**src/design/wlhs_pkg.sv**
```systemverilog
// Package for the wake, level and high-side status register group.
// Assumes a 7-bit register address from the SPI frame decoder and 8-bit data.
package wlhs_pkg;

  // ----------------------------------------------------------------------
  // Register addresses
  // ----------------------------------------------------------------------
  localparam logic [6:0] ADDR_WAKE_SOURCE_FLAGS_A    = 7'h46;  // Bus, timer, HV input wake flags
  localparam logic [6:0] ADDR_WAKE_SOURCE_FLAGS_B    = 7'h47;  // GPIO wake flags
  localparam logic [6:0] ADDR_INPUT_LEVEL_STATUS     = 7'h48;  // Pin levels and straps
  localparam logic [6:0] ADDR_SWITCH_OVERLOAD_FLAGS  = 7'h54;  // High-side OC/OT flags
  localparam logic [6:0] ADDR_SWITCH_OPEN_LOAD_FLAGS = 7'h55;  // High-side open-load flags

  // ----------------------------------------------------------------------
  // Field positions
  // ----------------------------------------------------------------------
  localparam int LIN_BUS_WAKE_FLAG_POS      = 6;
  localparam int CAN_BUS_WAKE_FLAG_POS      = 5;
  localparam int CYCLIC_TIMER_WAKE_FLAG_POS = 4;
  localparam int HV_INPUT_WAKE_FLAG_LSB     = 0;  // Inputs one to three at bits 0..2
  localparam int IO_WAKE_FLAG_LSB           = 4;  // GPIO1 at 4, GPIO2 at 5
  localparam int DEVELOPMENT_MODE_STRAP_POS = 7;
  localparam int INTERRUPT_PULLUP_STRAP_POS = 6;
  localparam int IO_LEVEL_LSB               = 4;
  localparam int HV_INPUT_LEVEL_LSB         = 0;
  localparam int SWITCH_FLAG_LSB            = 0;  // Switches one to four at bits 0..3

  // ----------------------------------------------------------------------
  // Writable bit masks (all other bits are reserved and read as zero)
  // ----------------------------------------------------------------------
  localparam logic [7:0] MASK_WAKE_SOURCE_FLAGS_A = 8'h77;
  localparam logic [7:0] MASK_WAKE_SOURCE_FLAGS_B = 8'h30;
  localparam logic [7:0] MASK_INPUT_LEVEL_STATUS  = 8'hf7;
  localparam logic [7:0] MASK_SWITCH_FLAGS        = 8'h0f;

  // ----------------------------------------------------------------------
  // Reset values
  // ----------------------------------------------------------------------
  localparam logic [7:0] RESET_FLAGS      = 8'h00;  // All clear-on-read registers
  localparam logic [7:0] RESET_READ_DATA  = 8'h00;
  localparam logic [2:0] RESET_HV_LEVELS  = 3'h0;
  localparam logic [1:0] RESET_IO_LEVELS  = 2'h0;

  // ----------------------------------------------------------------------
  // Carriers
  // ----------------------------------------------------------------------
  // Wake events, one-cycle pulses from the wake detectors
  typedef struct packed {
    logic       lin;    // LIN bus wake
    logic       can;    // CAN bus wake
    logic       timer;  // Cyclic wake timer expiry
    logic [2:0] hv;     // HV wake inputs three..one
    logic [1:0] io;     // GPIO two..one
  } wlhs_wake_evt_t;

  // Per-GPIO configuration as seen by the level logic
  typedef struct packed {
    logic selected;     // Pin is selected for GPIO use
    logic active_cfg;   // Configured as wake input, low-side or high-side switch
  } wlhs_io_cfg_t;

endpackage : wlhs_pkg

```
**src/design/wlhs_flag_bank.sv**
```systemverilog
// Bank of sticky clear-on-read flags.
// Assumes set pulses and the clear strobe are synchronous to mclk_i.
`timescale 1ns/1ps
`default_nettype none

module wlhs_flag_bank
  import wlhs_pkg::*;
#(
  parameter int W = 8  // Flag count
) (
  input  wire logic         mclk_i,   // System clock
  input  wire logic         srst_i,   // Power-on or soft reset
  input  wire logic [W-1:0] set_i,    // Set requests, already masked
  input  wire logic         clr_i,    // Clearing read of this register
  output logic      [W-1:0] flags_o   // Latched flags
);

  // ----------------------------------------------------------------------
  // Parameter check
  // ----------------------------------------------------------------------
  if (W < 1 || W > 8) begin : g_bad_width
    $error("wlhs_flag_bank: W must be 1 to 8");
  end

  // ----------------------------------------------------------------------
  // Flag storage
  // ----------------------------------------------------------------------
  // Only reset and a clearing read drop a flag; a set in the same cycle wins
  always_ff @(posedge mclk_i) begin
    if (srst_i) begin
      flags_o <= RESET_FLAGS[W-1:0];
    end else begin
      flags_o <= (flags_o & ~{W{clr_i}}) | set_i;
    end
  end

endmodule : wlhs_flag_bank
`default_nettype wire

```
**src/design/wlhs_level_sampler.sv**
```systemverilog
// Level tracking for the HV wake inputs and the two GPIO pins.
// Assumes pins are already synchronous and sample_i marks each cyclic sample.
`timescale 1ns/1ps
`default_nettype none

module wlhs_level_sampler
  import wlhs_pkg::*;
(
  input  wire logic         mclk_i,         // System clock
  input  wire logic         srst_i,         // Power-on or soft reset
  input  wire logic [2:0]   hv_pin_i,       // HV wake input pins three..one
  input  wire logic [2:0]   hv_cyclic_i,    // Input under cyclic sensing
  input  wire logic         sample_i,       // Cyclic sampling instant
  input  wire logic [1:0]   io_pin_i,       // GPIO pins two..one
  input  wire wlhs_io_cfg_t io_cfg_i [2],   // GPIO configuration
  input  wire logic         run_mode_i,     // Normal or stop mode
  output logic      [2:0]   hv_level_o,     // Reported HV levels
  output logic      [1:0]   io_level_o      // Reported GPIO levels
);

  // ----------------------------------------------------------------------
  // HV input levels
  // ----------------------------------------------------------------------
  // Continuous inputs follow the pin; cyclic ones load only at a sample
  always_ff @(posedge mclk_i) begin
    if (srst_i) begin
      hv_level_o <= RESET_HV_LEVELS;
    end else begin
      for (int i = 0; i < 3; i++) begin
        if (!hv_cyclic_i[i] || sample_i) begin
          hv_level_o[i] <= hv_pin_i[i];
        end
      end
    end
  end

  // ----------------------------------------------------------------------
  // GPIO levels
  // ----------------------------------------------------------------------
  // No cyclic sensing here: the sample strobe is deliberately ignored
  always_ff @(posedge mclk_i) begin
    if (srst_i) begin
      io_level_o <= RESET_IO_LEVELS;
    end else begin
      for (int i = 0; i < 2; i++) begin
        if (run_mode_i && io_cfg_i[i].selected && io_cfg_i[i].active_cfg) begin
          io_level_o[i] <= io_pin_i[i];
        end
      end
    end
  end

  // ----------------------------------------------------------------------
  // Checks
  // ----------------------------------------------------------------------
  hv_cyclic_hold_a: assert property (@(posedge mclk_i) disable iff (srst_i)
    (hv_cyclic_i[0] && !sample_i) |=> $stable(hv_level_o[0]))
    else $error("cyclic HV level changed without a sample");

  io_level_track_a: assert property (@(posedge mclk_i) disable iff (srst_i)
    (run_mode_i && io_cfg_i[0].selected && io_cfg_i[0].active_cfg) |=> io_level_o[0] == $past(io_pin_i[0]))
    else $error("GPIO1 level not tracking its pin");

  io_no_sample_a: assert property (@(posedge mclk_i) disable iff (srst_i)
    (sample_i && !(run_mode_i && io_cfg_i[1].selected)) |=> $stable(io_level_o[1]))
    else $error("GPIO2 level loaded by a cyclic sample");

endmodule : wlhs_level_sampler
`default_nettype wire

```
**src/design/wlhs_status_regs.sv**
```systemverilog
// Wake, input level and high-side switch status registers.
// Assumes the SPI frame decoder gives a one-cycle read strobe with address
// and a clear flag; pins, straps and events are synchronous to mclk_i.
`timescale 1ns/1ps
`default_nettype none

module wlhs_status_regs
  import wlhs_pkg::*;
(
  input  wire logic           mclk_i,             // System clock, 100 MHz
  input  wire logic           srst_i,             // Power-on or soft reset
  // Register port from the SPI frame decoder
  input  wire logic           rd_en_i,            // Read strobe
  input  wire logic [6:0]     rd_addr_i,          // Register address
  input  wire logic           rd_clr_i,           // Read also clears the flags
  output logic      [7:0]     rd_data_o,          // Read data
  output logic                rd_valid_o,         // Read data valid
  // Events
  input  wire wlhs_wake_evt_t wake_evt_i,         // Wake events
  input  wire wlhs_wake_evt_t failsafe_src_i,     // Source of a wake out of fail-safe
  input  wire logic [3:0]     overload_i,         // OC/OT event per switch
  input  wire logic [3:0]     open_load_i,        // Open-load event per switch
  // Levels and straps
  input  wire logic [2:0]     hv_pin_i,           // HV wake input pins
  input  wire logic [2:0]     hv_cyclic_i,        // Cyclic sensing per input
  input  wire logic           sample_i,           // Cyclic sampling instant
  input  wire logic [1:0]     io_pin_i,           // GPIO pins
  input  wire wlhs_io_cfg_t   io_cfg_i [2],       // GPIO configuration
  input  wire logic           run_mode_i,         // Normal or stop mode
  input  wire logic           dev_strap_pin_i,    // Test pin operating-mode strap
  input  wire logic           pullup_strap_pin_i, // Pull-up sensed on interrupt pin
  // Transceiver
  input  wire logic           trx_mode_bit_i,     // Transceiver mode control bit
  output logic                uv_cmp_en_o         // Supply undervoltage comparator enable
);

  // ----------------------------------------------------------------------
  // Declarations
  // ----------------------------------------------------------------------
  wlhs_wake_evt_t wake_any;                     // Normal and fail-safe wake sources
  logic [7:0]     set_wake_a;                   // Set vector, register A
  logic [7:0]     set_wake_b;                   // Set vector, register B
  logic [7:0]     set_overload;                 // Set vector, overload
  logic [7:0]     set_open_load;                // Set vector, open load
  logic           clr_wake_a;                   // Clearing read strobes
  logic           clr_wake_b;
  logic           clr_overload;
  logic           clr_open_load;
  logic [7:0]     wake_source_flags_a;          // Register contents
  logic [7:0]     wake_source_flags_b;
  logic [7:0]     switch_overload_flags;
  logic [7:0]     switch_open_load_flags;
  logic [7:0]     input_level_status;
  logic [2:0]     hv_level;                     // Sampler outputs
  logic [1:0]     io_level;
  logic           development_mode_strap;       // Captured straps
  logic           interrupt_pullup_strap;
  logic           strap_done;                   // Straps captured since reset
  logic [7:0]     next_rd_data;                 // Read multiplexer

  // ----------------------------------------------------------------------
  // Address decode
  // ----------------------------------------------------------------------
  // True when a clearing read targets the given address
  function automatic logic clr_hit(input logic [6:0] addr);
    return rd_en_i && rd_clr_i && (rd_addr_i == addr);
  endfunction

  // Strobes for each clear-on-read register
  always_comb begin
    clr_wake_a    = clr_hit(ADDR_WAKE_SOURCE_FLAGS_A);
    clr_wake_b    = clr_hit(ADDR_WAKE_SOURCE_FLAGS_B);
    clr_overload  = clr_hit(ADDR_SWITCH_OVERLOAD_FLAGS);
    clr_open_load = clr_hit(ADDR_SWITCH_OPEN_LOAD_FLAGS);
  end

  // ----------------------------------------------------------------------
  // Set vectors
  // ----------------------------------------------------------------------
  // Wake out of fail-safe sets the same flag as an ordinary wake
  always_comb begin
    wake_any = wake_evt_i | failsafe_src_i;
    set_wake_a = 8'h00;
    set_wake_a[LIN_BUS_WAKE_FLAG_POS]      = wake_any.lin;
    set_wake_a[CAN_BUS_WAKE_FLAG_POS]      = wake_any.can;
    set_wake_a[CYCLIC_TIMER_WAKE_FLAG_POS] = wake_any.timer;
    set_wake_a[HV_INPUT_WAKE_FLAG_LSB +: 3] = wake_any.hv;
    set_wake_a = set_wake_a & MASK_WAKE_SOURCE_FLAGS_A;
    set_wake_b = 8'h00;
    set_wake_b[IO_WAKE_FLAG_LSB +: 2] = wake_any.io;
    set_wake_b = set_wake_b & MASK_WAKE_SOURCE_FLAGS_B;
    set_overload = 8'h00;
    set_overload[SWITCH_FLAG_LSB +: 4] = overload_i;
    set_open_load = 8'h00;
    set_open_load[SWITCH_FLAG_LSB +: 4] = open_load_i;
  end

  // ----------------------------------------------------------------------
  // Flag registers
  // ----------------------------------------------------------------------
  // Restart is not an input: only srst_i and a clearing read clear, so restart keeps the flags
  wlhs_flag_bank #(.W(8)) u_wake_a (
    .mclk_i  (mclk_i),
    .srst_i  (srst_i),
    .set_i   (set_wake_a),
    .clr_i   (clr_wake_a),
    .flags_o (wake_source_flags_a)
  );

  wlhs_flag_bank #(.W(8)) u_wake_b (
    .mclk_i  (mclk_i),
    .srst_i  (srst_i),
    .set_i   (set_wake_b),
    .clr_i   (clr_wake_b),
    .flags_o (wake_source_flags_b)
  );

  wlhs_flag_bank #(.W(8)) u_overload (
    .mclk_i  (mclk_i),
    .srst_i  (srst_i),
    .set_i   (set_overload),
    .clr_i   (clr_overload),
    .flags_o (switch_overload_flags)
  );

  wlhs_flag_bank #(.W(8)) u_open_load (
    .mclk_i  (mclk_i),
    .srst_i  (srst_i),
    .set_i   (set_open_load),
    .clr_i   (clr_open_load),
    .flags_o (switch_open_load_flags)
  );

  // ----------------------------------------------------------------------
  // Pin levels
  // ----------------------------------------------------------------------
  wlhs_level_sampler u_levels (
    .mclk_i      (mclk_i),
    .srst_i      (srst_i),
    .hv_pin_i    (hv_pin_i),
    .hv_cyclic_i (hv_cyclic_i),
    .sample_i    (sample_i),
    .io_pin_i    (io_pin_i),
    .io_cfg_i    (io_cfg_i),
    .run_mode_i  (run_mode_i),
    .hv_level_o  (hv_level),
    .io_level_o  (io_level)
  );

  // ----------------------------------------------------------------------
  // Strap capture
  // ----------------------------------------------------------------------
  // Straps are caught once, on the first edge after reset release
  always_ff @(posedge mclk_i) begin
    if (srst_i) begin
      strap_done             <= 1'b0;
      development_mode_strap <= 1'b0;
      interrupt_pullup_strap <= 1'b0;
    end else if (!strap_done) begin
      strap_done             <= 1'b1;
      development_mode_strap <= dev_strap_pin_i;
      interrupt_pullup_strap <= pullup_strap_pin_i;
    end
  end

  // Level register assembly, reserved bit 3 forced low
  always_comb begin
    input_level_status = 8'h00;
    input_level_status[DEVELOPMENT_MODE_STRAP_POS] = development_mode_strap;
    input_level_status[INTERRUPT_PULLUP_STRAP_POS] = interrupt_pullup_strap;
    input_level_status[IO_LEVEL_LSB +: 2]          = io_level;
    input_level_status[HV_INPUT_LEVEL_LSB +: 3]    = hv_level;
    input_level_status = input_level_status & MASK_INPUT_LEVEL_STATUS;
  end

  // ----------------------------------------------------------------------
  // Read path
  // ----------------------------------------------------------------------
  // Unmapped addresses read as zero
  always_comb begin
    case (rd_addr_i)
      ADDR_WAKE_SOURCE_FLAGS_A:    next_rd_data = wake_source_flags_a;
      ADDR_WAKE_SOURCE_FLAGS_B:    next_rd_data = wake_source_flags_b;
      ADDR_INPUT_LEVEL_STATUS:     next_rd_data = input_level_status;
      ADDR_SWITCH_OVERLOAD_FLAGS:  next_rd_data = switch_overload_flags & MASK_SWITCH_FLAGS;
      ADDR_SWITCH_OPEN_LOAD_FLAGS: next_rd_data = switch_open_load_flags & MASK_SWITCH_FLAGS;
      default:                     next_rd_data = 8'h00;
    endcase
  end

  // Data is the value before any clear of the same read
  always_ff @(posedge mclk_i) begin
    if (srst_i) begin
      rd_data_o  <= RESET_READ_DATA;
      rd_valid_o <= 1'b0;
    end else begin
      rd_valid_o <= rd_en_i;
      if (rd_en_i) begin
        rd_data_o <= next_rd_data;
      end
    end
  end

  // ----------------------------------------------------------------------
  // Transceiver undervoltage comparator
  // ----------------------------------------------------------------------
  always_ff @(posedge mclk_i) begin
    if (srst_i) begin
      uv_cmp_en_o <= 1'b0;
    end else begin
      uv_cmp_en_o <= trx_mode_bit_i;
    end
  end

  // ----------------------------------------------------------------------
  // Checks
  // ----------------------------------------------------------------------
  uv_enable_follow_a: assert property (@(posedge mclk_i) disable iff (srst_i)
    ##1 uv_cmp_en_o == $past(trx_mode_bit_i))
    else $error("comparator enable does not follow the mode bit");

  lin_wake_set_a: assert property (@(posedge mclk_i) disable iff (srst_i)
    wake_evt_i.lin |=> wake_source_flags_a[6])
    else $error("LIN wake did not set bit 6");

  failsafe_wake_a: assert property (@(posedge mclk_i) disable iff (srst_i)
    failsafe_src_i.hv[2] |=> wake_source_flags_a[2])
    else $error("fail-safe wake did not set its source flag");

  reserved_zero_a: assert property (@(posedge mclk_i) disable iff (srst_i)
    rd_valid_o && $past(rd_addr_i) == ADDR_WAKE_SOURCE_FLAGS_B |-> rd_data_o[7:6] == 2'h0 && rd_data_o[3:0] == 4'h0)
    else $error("reserved bits read as one");

  io_wake_set_a: assert property (@(posedge mclk_i) disable iff (srst_i)
    wake_evt_i.io[1] |=> wake_source_flags_b[5])
    else $error("GPIO2 wake did not set bit 5");

  strap_capture_a: assert property (@(posedge mclk_i) disable iff (srst_i)
    (!srst_i && !strap_done) |=> input_level_status[7] == $past(dev_strap_pin_i) &&
      input_level_status[6] == $past(pullup_strap_pin_i))
    else $error("strap bits not captured after reset");

  overload_set_a: assert property (@(posedge mclk_i) disable iff (srst_i)
    overload_i[3] |=> switch_overload_flags[3])
    else $error("overload did not set its flag");

  open_load_set_a: assert property (@(posedge mclk_i) disable iff (srst_i)
    open_load_i[0] |=> switch_open_load_flags[0])
    else $error("open load did not set its flag");

  flag_sticky_a: assert property (@(posedge mclk_i) disable iff (srst_i)
    (switch_open_load_flags[1] && !clr_open_load) |=>
      switch_open_load_flags[1] ##1 (switch_open_load_flags[1] || $past(clr_open_load)))
    else $error("flag dropped without a clearing read");

  set_wins_a: assert property (@(posedge mclk_i) disable iff (srst_i)
    (clr_open_load && open_load_i[1]) |=> switch_open_load_flags[1])
    else $error("event lost during clearing read");

  read_answer_a: assert property (@(posedge mclk_i) disable iff (srst_i)
    rd_en_i |=> rd_valid_o)
    else $error("read strobe got no data valid cycle");

  read_overload_a: assert property (@(posedge mclk_i) disable iff (srst_i)
    (rd_en_i && rd_addr_i == ADDR_SWITCH_OVERLOAD_FLAGS) |=>
      rd_data_o == ($past(switch_overload_flags) & MASK_SWITCH_FLAGS))
    else $error("overload read data differs from the flags");

  open_load_clear_a: assert property (@(posedge mclk_i) disable iff (srst_i)
    (clr_open_load && open_load_i == 4'h0) |=> switch_open_load_flags == 8'h00)
    else $error("clearing read left an open-load flag set");

  overload_clear_a: assert property (@(posedge mclk_i) disable iff (srst_i)
    (clr_overload && overload_i == 4'h0) |=> switch_overload_flags == 8'h00)
    else $error("clearing read left an overload flag set");

  hv_level_follow_a: assert property (@(posedge mclk_i) disable iff (srst_i)
    (!srst_i && !hv_cyclic_i[1]) |=> hv_level[1] == $past(hv_pin_i[1]))
    else $error("continuous HV level not following its pin");

  strap_hold_a: assert property (@(posedge mclk_i) disable iff (srst_i)
    strap_done |=> $stable(development_mode_strap))
    else $error("strap changed after capture");

  io_one_wake_a: assert property (@(posedge mclk_i) disable iff (srst_i)
    wake_evt_i.io[0] |=> wake_source_flags_b[4])
    else $error("GPIO1 wake did not set bit 4");

endmodule : wlhs_status_regs
`default_nettype wire

```
**config.mk**
```make
export PLATFORM = sky130hd
export DESIGN_NAME = wlhs_status_regs
export DESIGN_NICKNAME = d
export VERILOG_FILES = /design/src/design/wlhs_pkg.sv /design/src/design/wlhs_flag_bank.sv /design/src/design/wlhs_level_sampler.sv /design/src/design/wlhs_status_regs.sv
export SDC_FILE = /design/constraint.sdc
export NUM_CORES = 1
export LEC_CHECK = 0
export BUFFER_PORTS_ARGS = -buffer_cell sky130_fd_sc_hd__buf_2
export CAP_MARGIN = 10
export CORE_UTILIZATION = 51
export CTS_BUF_LIST = sky130_fd_sc_hd__clkbuf_8
export DETAILED_ROUTE_END_ITERATION = 8
export HOLD_SLACK_MARGIN = 0.05
export PLACE_DENSITY = 0.94
export SLEW_MARGIN = 20
export SYNTH_ARGS = -nofsm -noshare
export SYNTH_HDL_FRONTEND = slang
export SYNTH_SLANG_ARGS = --single-unit
export TNS_END_PERCENT = 100
```
**constraint.sdc**
```tcl
create_clock -name mclk_i -period 1.8 [get_ports mclk_i]
set_clock_uncertainty 0.1 [all_clocks]
set_input_delay 0.18 -clock mclk_i [delete_from_list [all_inputs] [get_ports mclk_i]]
set_output_delay 0.18 -clock mclk_i [all_outputs]
set_load 0.005 [all_outputs]
```
==> run_results.csv <==
group,metric,value,unit
power,p_int,1.37,mW
synthesis,yosys.cell_types.count,37,
clock_network,ctsHoldBuffers,27,
layout,stdcell_count,308,
worst_setup_path,critical_path_buf_inv_count,1,
synthesis,netlist_area,0.00175,mm2
clock_network,path_clk_slew,70,ps
worst_setup_path,slowest_stage,"or3b_1",
route,post_drt_via_cell_ratio,5.46,
synthesis,ys_warn_count,0,
clock_network,clock_latency,300,ps
global_routing,grt_overflow_total,0,
route,dr.pass1.iters,4,
worst_setup_path,crit_required,1870,ps
job,cap_violations,0,
clock_network,h-tree-depth,2,
sta,min_period,1420,ps
synthesis,synth_ff_type,"dfxtp_1",
clock_network,cts.sinks,42,
power,p_sw,0.434,mW
die,ios,62,
global_routing,grt_max_degree,18,
worst_setup_path,cp_max_fo,8,
sta,max_freq,702,MHz
synthesis,syn_avg_cell_area,10.2,um2
worst_setup_path,reg2reg_slack,510,ps
layout,drive_above_1_share,0.322,
clock_network,cts_buffers,5,
sta,slew_viol_final,0,
power,p_clk_frac,0.310,
worst_setup_path,cpPeakStageDelay,570,ps
synthesis,synth_common_cells,"dfxtp_1, nor2_1, mux2i_1",
place,dp_hpwl,3100,um
die,design.die.area,0.00366,mm2
die,rows,20,
route,drtAntennaViolNets,0,
die,initial_core_util,0.554,
power,p_per_area,730,mW/mm2
clock_network,cts_tree,"built",
place,gp_congestion,0.758,
sta,maxSlewHeadroom,0.703,
status,status,"complete, no violations",
route,wl_met3,256,um
synthesis,yosysMostFrequentCell,"dfxtp_1",
die,dieHeight,60.5,um
layout,diodes,0,
die,die_w,60.5,um
route,wl_per_cell,15.9,um
global_routing,antenna_found_initial,0,
route,vias,1683,
synthesis,yosys-top-cells-area,"dfxtp_1, mux2i_1, nor2_1",
power,p_seq_frac,0.553,
sta,rsz0062_at_grt,"false",
place,place_inst,273,
place,portBuffers,61,
synthesis,ys_seq_elements,42,
worst_setup_path,crit_family,"simple AND/OR/NAND/NOR gates",
clock_network,clockBufferDepth,2,
sta,hold_viol_final,0,
hold_path,worstHoldPathType,"input port to flop",
power,combPwrFrac,0.137,
clock_network,cts_setup_buffers,0,
layout,nets,316,
sta,hold_ws,49.2,ps
power,ir_worst_vdd,0.657,mV
clock_network,ctsRootBufferMaster,"clkbuf_8",
synthesis,seq_area_frac_synth,0.482,
synthesis,synth_fp_nets,223,
route,wl,4890,um
synthesis,synth_cells,171,
route,route.detailed.drc,0,
synthesis,synth-async-reset-ratio,0,
route,initialDrtViolationCount,79,
layout,nFillCells,212,
route,met1_length,1960,um
die,core_area,0.00315,mm2
sta,setup_viol_count_final,0,
global_routing,grt.total_usage,0.291,
sta,period_share,0.792,
worst_setup_path,path_cells,"buf_2, or2b_1, or3b_1, a211oi_2, nor2_1",
worst_setup_path,worstPathArrival,1500,ps
worst_setup_path,startpoint_type,"input port",
synthesis,synth_edf_count,0,
global_routing,grt_pass1_vias,1626,
power,p_sw_frac,0.241,
worst_setup_path,worstSetupPathType,"input port to flop",
layout,area_growth,41.3,%
clock_network,cts_resized,0,
sta,worst_pin_slew,445,ps
sta,finalSetupTns,0,ps
route,top_layer_used,"met4",
route,wl_met2,2550,um
synthesis,yosysTopAreaCell,"dfxtp_1",
power,leakagePower,1.12,nW
synthesis,synth_top_area_frac,0.482,
global_routing,grt_pass1_wl,7530,um
worst_setup_path,endpoint_kind,"flop",
==> placed cells by master (no fill, tap or decap), drive strengths merged, types with 2 or more instances in the layout <==
| cell type | instances |
|---|---|
| mux2i | 15 |
| or3b | 3 |
| o2bb2ai | 4 |
| a211oi | 9 |
| and3 | 2 |
| inv | 4 |
| nand3 | 3 |
| o21ai | 2 |
| nor2 | 30 |
| nand2b | 5 |
| buf | 67 |
| a21oi | 10 |
| a221oi | 4 |
| nor3 | 4 |
| dlygate4sd3 | 28 |
| and2 | 6 |
| clkbuf | 5 |
| a22o | 4 |
| mux2 | 4 |
| dfxtp | 42 |
==> worst min-delay path, cell delays in order <==
cell and delay (ps):
buf_2 80, nor2_1 30, a21oi_1 110
==> logic make-up (layout without fill, tap and decap cells) <==
family / after synthesis / after routing / share of synthesized area
and+or+nand+nor: 62 / 62 / 0.204
DFF: 42 / 42 / 0.482
AOI/OAI and AO/OA: 37 / 37 / 0.174
muxes: 19 / 19 / 0.112
buffers and inverters: 11 / 104 / 0.0280
==> sequential cells by signal, summed over array words and instances, names as in the netlist, 2 cells and up <==
name and flops:
rd_data_o 8, u_levels.hv_level_o 3, u_levels.io_level_o 2, u_open_load.flags_o 4, u_overload.flags_o 4, u_wake_a.flags_o 8, u_wake_b.flags_o 8
==> per-layer routing <==
layer	up-vias	GRT usage
li1	797	-
met1	802	0.319
met2	73	0.535
met3	11	0.0661
met4	0	0.127
met5	-	0
==> through the flow <==
stage               power [mW]  setup slack (ps)   util  cell area, um2
global route              1.87               326  0.782            2470
floorplan                 1.11               285      -            1750
global placement          1.20               133  0.669            2110
finish                    1.80               375  0.782            2470
CTS                       1.79               384  0.779            2460
detailed placement        1.21              98.9  0.669            2110
==> power by group through the flow <==
stage / sequential, mW / combinational, mW / clock [mW]
after floorplan: 1.01 / 0.102 / 0
after global placement: 1.01 / 0.185 / 0
after detailed placement: 1.01 / 0.192 / 0
after CTS: 0.993 / 0.237 / 0.559
after global routing: 0.999 / 0.269 / 0.605
final: 0.996 / 0.246 / 0.558
==> layout make-up <==
type | instances | area [um2] | share of cell area
multi-input combinational | 118 | 856 | 0.347
sequential | 42 | 841 | 0.341
timing repair buffer | 95 | 631 | 0.256
clock buffer | 5 | 68.8 | 0.0279
tap | 44 | 55.1 | 0.0223
clock inverter | 2 | 7.51 | 0.00304
inverter | 2 | 7.51 | 0.00304
==> worst paths after layout <==
check                        endpoint                 from  cells after the start
setup reg to reg         rd_data_o[0]  u_wake_a.flags_o[0]                      3
setup / recovery  u_wake_a.flags_o[2]         rd_addr_i[4]                      5
hold reg to reg   u_wake_b.flags_o[6]  u_wake_b.flags_o[6]                      1
hold / removal    u_wake_b.flags_o[4]        wake_evt_i[0]                      3
No activity file was read; power rests on OpenSTA's default activity.
